$ cat src/core/mcst_regs.svh
// Bit positions, codes and reset values for the self-test word and check control
`ifndef MCST_REGS_SVH
`define MCST_REGS_SVH
`define MCST_HEALTH_LSB      0
`define MCST_HEALTH_MSB      1
`define MCST_TESTED_BIT      2
`define MCST_VM_BIT          16
`define MCST_X86_BIT         17
`define MCST_FP_BIT          18
`define MCST_MISC_BIT        19
`define MCST_DETAIL_LSB      32
`define MCST_DETAIL_MSB      63
`define MCST_HEALTH_OK       2'h0
`define MCST_HEALTH_PERF     2'h1
`define MCST_HEALTH_FUNC     2'h2
`define MCST_MISSING_CODE    32'hffff_ffff
`define MCST_RESULT_RST      64'h0
`define MCST_PTR_RST         64'h0
`define MCST_SCRATCH_N       3
`endif

$ cat src/core/mcst_pkg.sv
// Types shared by the self-test and machine-check logic
package mcst_pkg;
  typedef struct packed {
    logic        done;
    logic        catastrophic;
    logic        perf_degraded;
    logic        vm_fail;
    logic        x86_fail;
    logic        fp_fail;
    logic        misc_fail;
    logic [31:0] detail;
  } mcst_test_t;

  typedef struct packed {
    logic [63:0] ip;
    logic [63:0] status;
    logic [63:0] frame;
  } mcst_ctx_t;

  typedef enum logic [1:0] {
    MCST_IDLE,
    MCST_IN_HANDLER,
    MCST_AT_FIRMWARE
  } mcst_state_t;
endpackage

$ cat src/core/mcst_result_word.sv
// Packs the self-test outcome into the 64-bit result word
`timescale 1ns/1ps
`include "mcst_regs.svh"
module mcst_result_word (
  input  mcst_pkg::mcst_test_t test,
  output logic [63:0]          word,
  output logic                 halt
);
  logic [1:0] health;

  // Functional impairment outranks performance loss
  always_comb begin
    if (test.vm_fail || test.x86_fail || test.fp_fail || test.misc_fail) begin
      health = `MCST_HEALTH_FUNC;
    end else if (test.perf_degraded) begin
      health = `MCST_HEALTH_PERF;
    end else begin
      health = `MCST_HEALTH_OK;
    end
  end

  // Reserved bits stay zero; untested word carries only a zero tested flag
  always_comb begin
    word = `MCST_RESULT_RST;
    halt = test.done && test.catastrophic;
    if (test.done) begin
      word[`MCST_HEALTH_MSB:`MCST_HEALTH_LSB] = health;
      word[`MCST_TESTED_BIT] = 1'b1;
      if (health == `MCST_HEALTH_FUNC) begin
        word[`MCST_VM_BIT]   = test.vm_fail;
        word[`MCST_X86_BIT]  = test.x86_fail;
        word[`MCST_FP_BIT]   = test.fp_fail;
        word[`MCST_MISC_BIT] = test.misc_fail;
      end
      if (health != `MCST_HEALTH_OK) begin
        word[`MCST_DETAIL_MSB:`MCST_DETAIL_LSB] = test.detail;
      end
    end
  end
endmodule

$ cat src/core/mcst_scratch_bank.sv
// One preserved scratch register, loaded on command
`timescale 1ns/1ps
module mcst_scratch_bank #(
  parameter int W = 64
) (
  input  wire logic         clk,
  input  wire logic         reset_n,
  input  wire logic         load,
  input  wire logic [W-1:0] din,
  output logic      [W-1:0] dout
);
  // Holds its value across a check until firmware reloads it
  always_ff @(posedge clk) begin
    if (!reset_n) begin
      dout <= '0;
    end else if (load) begin
      dout <= din;
    end
  end
endmodule

$ cat src/core/mcst_core.sv
// Self-test result reporting and machine-check handler entry control
`timescale 1ns/1ps
`include "mcst_regs.svh"
// Functional notes
// - Health field 00 healthy, 01 performance degraded, 10 functionally impaired.
// - Catastrophic self-test failure halts; never reaches platform firmware entry; here a handler already running still advances to firmware.
// - Tested flag zero means every other result field is invalid.
// - Under functional impairment, per-unit unavailability flags are set.
// - 32-bit detail word meaningful only for degraded or impaired health.
// - Failing component is isolated before impairment is reported; here unit_isolate and result_word load on the same edge.
// - Impaired device keeps core units working; floating point may be disabled.
// - Enter handler on a check while the mask bit is zero.
// - Masked check stays pending; enter handler when mask goes 1 to 0.
// - Hardware sets mask on entry; it stays set into platform firmware.
// - Log state at error time; missing information gets a marker code.
// - Repeated signalling of one error is logged as a single error.
// - Expected checks are logged but recovery is skipped.
// - Handler always tries to reach platform firmware unless execution impossible.
// - A second check during handling is held, not lost.
// - Dedicated register holds the save area pointer.
// - Bank-zero registers 24 to 31 are scratch for recovery code.
// - Optional capture of ip, status, frame, with a restoring return.
// - Optional three scratch registers preserve bank-zero 24 to 31.
// - Floating-point failure under impairment sets both float disable bits.
module mcst_core #(
  parameter bit HAS_CTX_COPY = 1'b1,
  parameter bit HAS_SCRATCH  = 1'b1
) (
  input  wire logic                 clk,
  input  wire logic                 reset_n,
  input  wire mcst_pkg::mcst_test_t test_in,
  input  wire logic                 test_valid,
  input  wire logic                 check_event,
  input  wire logic [31:0]          check_error_id,
  input  wire logic                 check_info_valid,
  input  wire logic [31:0]          check_info,
  input  wire mcst_pkg::mcst_ctx_t  live_ctx,
  input  wire logic                 expected_check_call,
  input  wire logic                 mask_clear,
  input  wire logic                 firmware_handoff,
  input  wire logic                 exec_possible,
  input  wire logic                 save_ptr_we,
  input  wire logic [63:0]          save_ptr_wdata,
  input  wire logic [2:0]           scratch_we,
  input  wire logic [63:0]          scratch_wdata,
  input  wire logic                 ctx_return,
  input  wire logic                 interruption_collection_enable,
  output logic [63:0]               result_word,
  output logic                      core_halted,
  output logic                      float_low_disable,
  output logic                      float_high_disable,
  output logic [4:0]                unit_isolate,
  output logic                      machine_check_mask,
  output logic                      machine_check_handler_entry,
  output logic                      check_pending,
  output logic                      in_handler,
  output logic                      at_firmware,
  output logic                      recovery_enable,
  output logic [31:0]               logged_error_id,
  output logic [31:0]               logged_info,
  output logic                      nested_check,
  output logic [63:0]               save_area_pointer,
  output mcst_pkg::mcst_ctx_t       check_ctx_copy,
  output logic                      ctx_restore,
  output logic [191:0]              check_scratch_regs,
  output logic                      recovery_ready
);
  mcst_pkg::mcst_state_t state_q;
  logic [63:0]           word_d;
  logic                  halt_d;
  logic                  enter_d;
  logic                  duplicate;
  logic                  expected_q;
  logic                  mask_q;
  logic                  pend_q;
  // Details of a held check, captured when it occurs so that its later entry logs error-time state
  logic [31:0]           pend_id_q;
  logic [31:0]           pend_info_q;
  mcst_pkg::mcst_ctx_t   pend_ctx_q;

  mcst_result_word u_word (
    .test (test_in),
    .word (word_d),
    .halt (halt_d)
  );

  // Result word and unit isolation captured when self-test finishes
  always_ff @(posedge clk) begin
    if (!reset_n) begin
      result_word  <= `MCST_RESULT_RST;
      core_halted  <= 1'b0;
      unit_isolate <= 5'h0;
    end else if (test_valid) begin
      result_word  <= word_d;
      core_halted  <= halt_d;
      // Failing units cut off; ALU, shifter, branch and memory paths untouched
      unit_isolate <= {word_d[`MCST_MISC_BIT], word_d[`MCST_FP_BIT],
                       word_d[`MCST_X86_BIT], word_d[`MCST_VM_BIT], 1'b0};
    end
  end

  // Float register disables follow a float failure under impairment
  always_ff @(posedge clk) begin
    if (!reset_n) begin
      float_low_disable  <= 1'b0;
      float_high_disable <= 1'b0;
    end else if (test_valid) begin
      float_low_disable  <= word_d[`MCST_FP_BIT];
      float_high_disable <= word_d[`MCST_FP_BIT];
    end
  end

  // A check entering while mask clear, or a pending one released by mask clear;
  // the release comes from the firmware stage, so it must not wait for idle
  assign enter_d = !core_halted &&
                   ((state_q == mcst_pkg::MCST_IDLE && check_event && !mask_q) ||
                    (pend_q && mask_clear && state_q != mcst_pkg::MCST_IN_HANDLER));
  // Same error id while already logged counts as one signalling
  assign duplicate = check_event && state_q != mcst_pkg::MCST_IDLE &&
                     check_error_id == logged_error_id;

  // Handler progress; halting only blocks new entry, a handler already running still advances
  always_ff @(posedge clk) begin
    if (!reset_n) begin
      state_q <= mcst_pkg::MCST_IDLE;
    end else begin
      unique case (state_q)
        mcst_pkg::MCST_IDLE: begin
          if (enter_d) begin
            state_q <= mcst_pkg::MCST_IN_HANDLER;
          end
        end
        mcst_pkg::MCST_IN_HANDLER: begin
          if (firmware_handoff && exec_possible) begin
            state_q <= mcst_pkg::MCST_AT_FIRMWARE;
          end
        end
        mcst_pkg::MCST_AT_FIRMWARE: begin
          if (enter_d) begin
            state_q <= mcst_pkg::MCST_IN_HANDLER;
          end else if (mask_clear) begin
            state_q <= mcst_pkg::MCST_IDLE;
          end
        end
      endcase
    end
  end

  // Mask set by hardware on entry, cleared only by firmware from firmware stage
  always_ff @(posedge clk) begin
    if (!reset_n) begin
      mask_q <= 1'b0;
    end else if (enter_d) begin
      mask_q <= 1'b1;
    end else if (mask_clear && state_q != mcst_pkg::MCST_IN_HANDLER) begin
      mask_q <= 1'b0;
    end
  end

  // Pending latch: a new check wins over the clear that releases an old one
  always_ff @(posedge clk) begin
    if (!reset_n) begin
      pend_q      <= 1'b0;
      pend_id_q   <= 32'h0;
      pend_info_q <= 32'h0;
      pend_ctx_q  <= '0;
    end else if (check_event && (mask_q || state_q != mcst_pkg::MCST_IDLE) && !duplicate) begin
      pend_q      <= 1'b1;
      pend_id_q   <= check_error_id;
      pend_info_q <= check_info_valid ? check_info : `MCST_MISSING_CODE;
      pend_ctx_q  <= live_ctx;
    end else if (enter_d) begin
      pend_q <= 1'b0;
    end
  end

  // Status outputs registered
  always_ff @(posedge clk) begin
    if (!reset_n) begin
      machine_check_mask          <= 1'b0;
      machine_check_handler_entry <= 1'b0;
      check_pending               <= 1'b0;
      in_handler                  <= 1'b0;
      at_firmware                 <= 1'b0;
      nested_check                <= 1'b0;
    end else begin
      machine_check_mask          <= mask_q || enter_d;
      machine_check_handler_entry <= enter_d;
      check_pending               <= pend_q;
      in_handler                  <= state_q == mcst_pkg::MCST_IN_HANDLER;
      at_firmware                 <= state_q == mcst_pkg::MCST_AT_FIRMWARE;
      nested_check                <= check_event && state_q != mcst_pkg::MCST_IDLE &&
                                     !duplicate;
    end
  end

  // Log at error time only; missing detail replaced by marker code
  always_ff @(posedge clk) begin
    if (!reset_n) begin
      logged_error_id <= 32'h0;
      logged_info     <= 32'h0;
    end else if (enter_d && state_q != mcst_pkg::MCST_IDLE) begin
      logged_error_id <= pend_id_q;
      logged_info     <= pend_info_q;
    end else if (enter_d && check_event) begin
      logged_error_id <= check_error_id;
      logged_info     <= check_info_valid ? check_info : `MCST_MISSING_CODE;
    end
  end

  // Expected-check request is sticky until the next handler entry consumes it
  always_ff @(posedge clk) begin
    if (!reset_n) begin
      expected_q      <= 1'b0;
      recovery_enable <= 1'b0;
    end else if (enter_d) begin
      expected_q      <= expected_check_call;
      recovery_enable <= !(expected_q || expected_check_call);
    end else if (expected_check_call) begin
      expected_q <= 1'b1;
    end else if (state_q == mcst_pkg::MCST_IDLE) begin
      recovery_enable <= 1'b0;
    end
  end

  // Save area pointer written by firmware registration
  always_ff @(posedge clk) begin
    if (!reset_n) begin
      save_area_pointer <= `MCST_PTR_RST;
    end else if (save_ptr_we) begin
      save_area_pointer <= save_ptr_wdata;
    end
  end

  // Recovery possible with collection on, or with both context copy and scratch registers present
  always_ff @(posedge clk) begin
    if (!reset_n) begin
      recovery_ready <= 1'b0;
    end else begin
      recovery_ready <= interruption_collection_enable || (HAS_CTX_COPY && HAS_SCRATCH);
    end
  end

  // Context captured at entry; return pulse restores it
  always_ff @(posedge clk) begin
    if (!reset_n) begin
      check_ctx_copy <= '0;
      ctx_restore    <= 1'b0;
    end else begin
      ctx_restore <= HAS_CTX_COPY && ctx_return && state_q != mcst_pkg::MCST_IDLE;
      if (HAS_CTX_COPY && enter_d) begin
        check_ctx_copy <= (state_q != mcst_pkg::MCST_IDLE) ? pend_ctx_q : live_ctx;
      end
    end
  end

  // Three preserved scratch registers; never loaded when the option is off
  for (genvar i = 0; i < `MCST_SCRATCH_N; i++) begin : g_scr
    mcst_scratch_bank #(.W(64)) u_scr (
      .clk     (clk),
      .reset_n (reset_n),
      .load    (HAS_SCRATCH && scratch_we[i]),
      .din     (scratch_wdata),
      .dout    (check_scratch_regs[i*64 +: 64])
    );
  end

  // Entry raises the mask in the same cycle
  a_entry_sets_mask : assert property (@(posedge clk) disable iff (!reset_n)
    machine_check_handler_entry |-> machine_check_mask)
    else $error("mask not set at entry");
  a_masked_no_entry : assert property (@(posedge clk) disable iff (!reset_n)
    (check_event && mask_q && !mask_clear) |=> !machine_check_handler_entry)
    else $error("entry while masked");
  a_unmasked_entry : assert property (@(posedge clk) disable iff (!reset_n)
    (check_event && !mask_q && state_q == mcst_pkg::MCST_IDLE && !core_halted)
      |=> machine_check_handler_entry)
    else $error("no entry on unmasked check");
  a_pending_release : assert property (@(posedge clk) disable iff (!reset_n)
    (pend_q && mask_clear && state_q != mcst_pkg::MCST_IN_HANDLER && !core_halted)
      |=> machine_check_handler_entry)
    else $error("pending check not released");
  a_handler_mask_held : assert property (@(posedge clk) disable iff (!reset_n)
    (state_q == mcst_pkg::MCST_IN_HANDLER) |-> mask_q)
    else $error("mask low in handler");
  a_untested_zero : assert property (@(posedge clk) disable iff (!reset_n)
    !result_word[`MCST_TESTED_BIT] |-> result_word == `MCST_RESULT_RST)
    else $error("fields set while untested");
  a_fp_disable_pair : assert property (@(posedge clk) disable iff (!reset_n)
    float_high_disable == float_low_disable && float_high_disable ==
      result_word[`MCST_FP_BIT])
    else $error("float disables mismatch");
  a_health_legal : assert property (@(posedge clk) disable iff (!reset_n)
    result_word[`MCST_HEALTH_MSB:`MCST_HEALTH_LSB] != 2'h3)
    else $error("illegal health code");
  a_halt_no_entry : assert property (@(posedge clk) disable iff (!reset_n)
    core_halted |=> !machine_check_handler_entry)
    else $error("entry after catastrophic halt");
  a_expected_no_recov : assert property (@(posedge clk) disable iff (!reset_n)
    (enter_d && expected_check_call) |=> !recovery_enable)
    else $error("recovery on expected check");
endmodule

$ cat config.mk
export PLATFORM = sky130hd
export DESIGN_NAME = mcst_core
export DESIGN_NICKNAME = d
export VERILOG_FILES = /design/src/core/mcst_pkg.sv /design/src/core/mcst_result_word.sv /design/src/core/mcst_scratch_bank.sv /design/src/core/mcst_core.sv
export VERILOG_INCLUDE_DIRS = /design/src /design/src/core
export SDC_FILE = /design/constraint.sdc
export NUM_CORES = 2
export LEC_CHECK = 0
export BUFFER_PORTS_ARGS = -buffer_cell sky130_fd_sc_hd__buf_4
export CORE_AREA = 3 3 404 406
export DETAILED_ROUTE_END_ITERATION = 8
export DIE_AREA = 0 0 407 409
export GPL_TIMING_DRIVEN = 0
export SYNTH_ARGS = -nofsm -noshare
export SYNTH_HDL_FRONTEND = slang
export SYNTH_HIERARCHICAL = 1
export SYNTH_SLANG_ARGS = --single-unit
$ cat constraint.sdc
create_clock -name clk -period 4.4 [get_ports clk]
set_clock_uncertainty 0.15 [all_clocks]
set_input_delay 0.66 -clock clk [delete_from_list [all_inputs] [get_ports clk]]
set_output_delay 0.66 -clock clk [all_outputs]
set_load 0.02 [all_outputs]
# Yosys cells after proc, flatten, opt, wreduce, memory -nomap -nowiden
# Cells that the tools add are included.
totals:
  register_bits: 827
  input_bits: 438
  output_inout_bits: 593
  wordCells: 105
op_classes:
  n_eq_ne: 9
  mux: 28
  reduce_logical: 37
op_table:
  columns: ["cell", "count"]
  rows:
  - ["$mux 32", 7]
  - ["$mux 192", 1]
  - ["$eq 32x32->1", 1]
  - ["$logic_and 1x1->1", 16]
  - ["$reduce_bool 2->1", 7]
  - ["$mux 1", 11]
  - ["$mux 2", 5]
  - ["$mux 4", 2]
  - ["$logic_or 1x1->1", 7]
  - ["$pmux 2 s3", 1]
  - ["$eq 2x2->1 const B", 2]
  - ["$logic_not 1->1", 4]
  - ["$ne 2x1->1 const B", 2]
  - ["$ne 2x2->1 const B", 2]
  - ["$mux 3", 1]
  - ["$ne 3x3->1 const B", 1]
  - ["$reduce_and 3->1", 1]
  - ["$eq 2x1->1 const B", 1]
  - ["$logic_not 2->1", 1]
  - ["$reduce_and 2->1", 1]

# Depth between registers and ports, before layout
depth:
  depth_word: 8
  depth_mapped: 9
  ltp_nobuf: 5

# Hierarchy
# The synthesis kept the hierarchy.
by_module_without_submodules:
  columns: ["module", "instances", "cells_each", "area_each_um2", "seq_area_each_um2"]
  rows:
  - ["mcst_core", 1, 3968, 31312.5, 13112.6]
  - ["mcst_scratch_bank", 3, 206, 2451.1, 1281.2]
  - ["mcst_result_word", 1, 110, 623.1, 0.0]

# Worst setup path before layout
# No wires, ideal clock.
synth_path:
  path_kind: "in2reg"
  startpoint: "in check_error_id[12]"
  endpoint: "reg pend_id_q[10]"
  arrival_time_ps: 2183
  required_ps: 4107
  setup_slack_ps: 1923
  cell_stages: 8
  n_path_buf: 3
  cell_sequence: "xnor2_1 nand4_1 nor4_2 and2_1 buf_2 buf_2 clkbuf_1 o311ai_0"
synth_between:
  elab_chain_cells: 4
synth_rtl:
  columns: ["item", "line", "text"]
  rows:
  - ["start, declared", "mcst_core.sv:34", "input wire logic [31:0] check_error_id,"]
  - ["$eq 32x32->1", "mcst_core.sv:120", "check_error_id == logged_error_id;"]
  - ["$logic_and 1x1->1", "mcst_core.sv:119", "assign duplicate = check_event && state_q != mcst_pkg::MCST_IDLE &&"]
  - ["$logic_not 1->1", "mcst_core.sv:167", "end else if (check_event && (mask_q || state_q != mcst_pkg::MCST_IDLE) && !duplicate) begin"]
  - ["$logic_and 1x1->1", "mcst_core.sv:167", null]
  - ["end signal, assigned", "mcst_core.sv:169", "pend_id_q <= check_error_id;"]
  - ["end, declared", "mcst_core.sv:77", "logic [31:0] pend_id_q;"]
# No other way between the ends.
# A chain may end at the register's enable or synchronous reset.

# Worst setup path after layout
layout_path:
  startpoint: "reg state_q[1]"
  endpoint: "reg pend_ctx_q[115] (netlist name)"
layout_between:
  elab_chain_cells: 5
  word_cells_on_any_way: 7
  cone_classes: "reduce/logical (7)"
layout_rtl:
  columns: ["item", "line", "text"]
  rows:
  - ["start, declared", "mcst_core.sv:68", "mcst_pkg::mcst_state_t state_q;"]
  - ["start signal, assigned", "mcst_core.sv:125", "state_q <= mcst_pkg::MCST_IDLE;"]
  - ["start signal, assigned", "mcst_core.sv:130", "state_q <= mcst_pkg::MCST_IN_HANDLER;"]
  - ["start signal, assigned", "mcst_core.sv:135", "state_q <= mcst_pkg::MCST_AT_FIRMWARE;"]
  - ["$reduce_bool 2->1 (*)", "mcst_core.sv:119, mcst_core.sv:167", null]
  - ["$logic_and 1x1->1 (2 in a row)", "mcst_core.sv:119", null]
  - ["$logic_not 1->1", "mcst_core.sv:167", null]
  - ["$logic_and 1x1->1 (*)", "mcst_core.sv:167", null]
  - ["end signal, assigned", "mcst_core.sv:171", "pend_ctx_q <= live_ctx;"]
  - ["end, declared", "mcst_core.sv:79", "mcst_pkg::mcst_ctx_t pend_ctx_q;"]
# Mark *: on every way between the ends. The rest lies on a longest branch, timed or not.

==> run_results.csv <==
group,metric,value,unit
run_status,status,"completed",
logic_synthesis,synthAdderAreaFrac,0,%
logic_synthesis,ys_ff_latch,847,
power_and_ir_drop,internal_power,0.0158,W
power_and_ir_drop,p_sw,0.00812,W
power_and_ir_drop,power_density,438,nW/µm²
power_and_ir_drop,seqPwrFrac,38.7,%
timing,hold_viol,0,
logic_synthesis,synth_top_family_by_area,"simple AND/OR/NAND/NOR gates",
worst_setup_path,r2r_setup_slack,0.17,ns
floorplan,die_area,166000,µm²
worst_hold_path,hp-class,"in2reg",
finish,syn2layout_area_growth,38.8,%
logic_synthesis,yosysWarnings,6,
place,dp.cells,7905,
detailed_routing,via_count,42300,
grt,antenna_found_initial,44,
finish,stdcell_area,54500,µm²
detailed_routing,drt_iter0_markers,4022,
logic_synthesis,synth_xor_area_share,0.713,%
finish,drive_gt1_share,22.1,%
timing,max_slew_margin,1.47,%
timing,slew_violations,0,
logic_synthesis,syn-cell-area,39300,µm²
power_and_ir_drop,combinationalPowerShare,24.6,%
timing,tns,0,ns
cts,cts_sinks,847,
floorplan,floorplan.initialDensity,24.5,%
finish,layout_common_cells,"buf_4, dfxtp_1, nand2_1, clkbuf_1, nor2_1",
timing,period_share,96.2,%
detailed_routing,drc,0,
worst_hold_path,min_to,"check_ctx_copy[46]$_SDFFE_PN0P_",
cts,clock_path_buffers,3,
worst_setup_path,endpoint_kind,"flop",
grt,grt_pass1_vias,40500,
place,place_hpwl,154,mm
grt,grt_pass1_wl,282,mm
timing,rsz0062_at_grt,"no",
place,io_buffer_count,1022,
logic_synthesis,ys_seq_area_share,43.2,%
worst_hold_path,min_path_cells,3,
cts,clk_pin_slew,0.06,ns
worst_setup_path,reg2reg_to,"pend_ctx_q[115]$_SDFFE_PN0P_",
power_and_ir_drop,power.leakage,22.7,nW
cts,cts_root_buf,"clkbuf_16",
timing,finalCriticalPeriod,4.23,ns
worst_setup_path,startpoint_type,"flop",
finish,final_nets,6402,
power_and_ir_drop,swShare,34.0,%
worst_hold_path,hold_start,"live_ctx[46]",
cts,clk-insertion-delay-late,0.73,ns
place,gp_congestion,0.934,
logic_synthesis,synth-simple-area-share,24.5,%
worst_setup_path,critPathMaxFanout,10,
grt,grt_usage,22.5,%
detailed_routing,drt-total-wl,199,mm
worst_setup_path,crit_required,4.81,ns
finish,final_common_cell,"buf_4",
floorplan,core_area,160000,µm²
timing,tightest_slew,1.48,ns
cts,numCtsBuffers,99,
grt,grt_max_degree,17,
logic_synthesis,synthCells,4696,
job,maxCapViolCount,0,
worst_setup_path,path_class,"reg2reg",
floorplan,die_h,409,µm
power_and_ir_drop,peakVddDrop,372,µV
floorplan,io-pin-count,1031,
grt,grt_overflow,0,
detailed_routing,firstDrtPassIters,6,
timing,max_freq,236,MHz
cts,ctsHtreeMaxLevel,3,
finish,layoutNonFillerInstCount,8233,
floorplan,rows,147,
detailed_routing,wire_per_inst,24.1,µm
detailed_routing,viasPerCell,5.14,
worst_setup_path,ff2ff_path_depth,8,
logic_synthesis,synth_compound_area_share,16.6,%
place,placed_cell_area,49800,µm²
worst_setup_path,cp.arrival,4.64,ns
power_and_ir_drop,p_clk_share,36.7,%
timing,setup_viol,0,
cts,cts_tree,"done",
logic_synthesis,avgSynthCellArea,8.37,µm²
detailed_routing,ant_nets,0,
logic_synthesis,synth_mux_area_share,8.18,%
worst_setup_path,reg2reg_from,"state_q[1]$_SDFFE_PN0P_",
logic_synthesis,yosysUniqueCellTypes,45,
floorplan,dieWidth,407,µm
logic make-up (layout without fill, tap and decap cells):
group	after synthesis	after routing
compound gates	847	847
xor+xnor	32	32
buf+inv	590	1914
flops	847	847
mux	321	321
other cells	2	55
simple gates	2057	2057
worst max-delay path by stage:
stage                                          from                            to  slack (ns)
floorplan                        check_error_id[12]    pend_id_q[10]$_SDFFE_PN0P_        1.92
global placement                  check_error_id[4]  pend_ctx_q[115]$_SDFFE_PN0P_       -0.75
detailed placement                check_error_id[4]  pend_ctx_q[120]$_SDFFE_PN0P_       -0.42
CTS                         state_q[1]$_SDFFE_PN0P_  pend_ctx_q[184]$_SDFFE_PN0P_        0.03
global route        logged_error_id[4]$_SDFFE_PN0P_  pend_ctx_q[172]$_SDFFE_PN0P_        0.03
finish                      state_q[1]$_SDFFE_PN0P_  pend_ctx_q[115]$_SDFFE_PN0P_        0.17
worst max-delay path, cell delays in order, from the launching register on:
cell and delay [ns]:
dfxtp_1 0.37, or2_1 0.25, buf_2 0.23, o21ai_1 0.76, buf_2 0.51, clkbuf_1 0.95
clkbuf_1 0.53, a31oi_1 0.17, o311ai_0 0.14
cell usage after synthesis:
cell | instances | area (µm²)
and2b_2 | 1 | 8.76
a31o_2 | 1 | 8.76
o211ai_1 | 32 | 240
buf_4 | 34 | 255
buf_8 | 18 | 270
buf_1 | 26 | 97.6
nand2_1 | 703 | 2640
and2_2 | 1 | 7.51
a211o_1 | 1 | 8.76
o21ai_1 | 2 | 10.0
o311ai_0 | 224 | 1960
or3b_1 | 1 | 8.76
dfxtp_1 | 847 | 17000
buf_2 | 74 | 370
mux2i_1 | 321 | 3210
nand4b_1 | 1 | 8.76
a311oi_1 | 254 | 2220
and3_1 | 225 | 1410
clkbuf_1 | 394 | 1480
nand4_1 | 8 | 50.1
clkbuf_2 | 3 | 15.0
a21oi_1 | 66 | 330
nor3b_1 | 1 | 7.51
nor2b_1 | 193 | 1210
nand3b_1 | 3 | 22.5
nand3_1 | 257 | 1290
a31oi_1 | 224 | 1400
conb_1 | 2 | 7.51
and3_2 | 1 | 7.51
nor4_2 | 2 | 25.0
o21ai_0 | 5 | 25.0
nor4_4 | 1 | 21.3
nor3_1 | 224 | 1120
and2_1 | 7 | 43.8
xnor2_1 | 32 | 280
or3_1 | 1 | 6.26
buf_6 | 6 | 67.6
or2_1 | 1 | 6.26
a211oi_2 | 1 | 12.5
nor2_1 | 363 | 1360
a22oi_1 | 1 | 7.51
inv_1 | 35 | 131
a21oi_2 | 2 | 17.5
nand2b_1 | 63 | 394
a211oi_1 | 34 | 255
final cells by class:
type | instances | area, µm²
well taps | 2160 | 2700
repair buffers | 1143 | 8900
inverters | 35 | 131
fillers | 16700 | 106000
clock inverters | 34 | 547
flip-flops and latches | 847 | 17000
plain buffers | 555 | 2560
diodes | 29 | 72.6
clock buffers | 147 | 2910
multi-input cells | 3283 | 19800
per-stage QoR:
stage	hold WS, ns	total power [W]	setup slack [ns]	utilization [%]
4_1_cts	0.000476	0.0241	0.0259	34.0
3_3_place_gp	0.293	0.0151	-0.751	31.1
6_report	0.0656	0.0239	0.167	34.0
3_5_place_dp	0.296	0.0152	-0.416	31.1
2_1_floorplan	0.284	0.0123	1.92	-
5_1_grt	0.0337	0.0249	0.0347	34.0
timing repair:
| action | in CTS | in global routing |
|---|---|---|
| gates resized for setup | 4 | 1 |
| endpoints found under the hold margin | 148 | 0 |
| setup buffers | 0 | 0 |
| endpoints found under the setup margin | 26 | 8 |
| hold buffers | 117 | 0 |
layer usage:
layer / wire length [µm] / up-vias / track usage, %
met4: 8060 / 16 / 10.4
met3: 17500 / 352 / 5.76
met1: 81400 / 20400 / 27.9
li1: - / 19500 / -
met2: 91600 / 2033 / 36.5
met5: 112 / - / 0
state kept, by name (all words and copies together) (netlist names), 2 cells and up:
register and count:
check_ctx_copy 192, g_scr.u_scr/dout 192, pend_ctx_q 192, result_word 64, save_area_pointer 64, logged_error_id 32
logged_info 32, pend_id_q 32, pend_info_q 32, state_q 2
power groups by stage:
stage	Clock, W	Combinational [W]	Sequential [W]
6_report	0.00877	0.00589	0.00925
3_3_place_gp	0	0.00571	0.00936
4_1_cts	0.00894	0.00589	0.00923
3_5_place_dp	0	0.00578	0.00938
5_1_grt	0.00922	0.00634	0.00933
2_1_floorplan	0	0.00248	0.00982
Power figures use the tool's default switching activity.
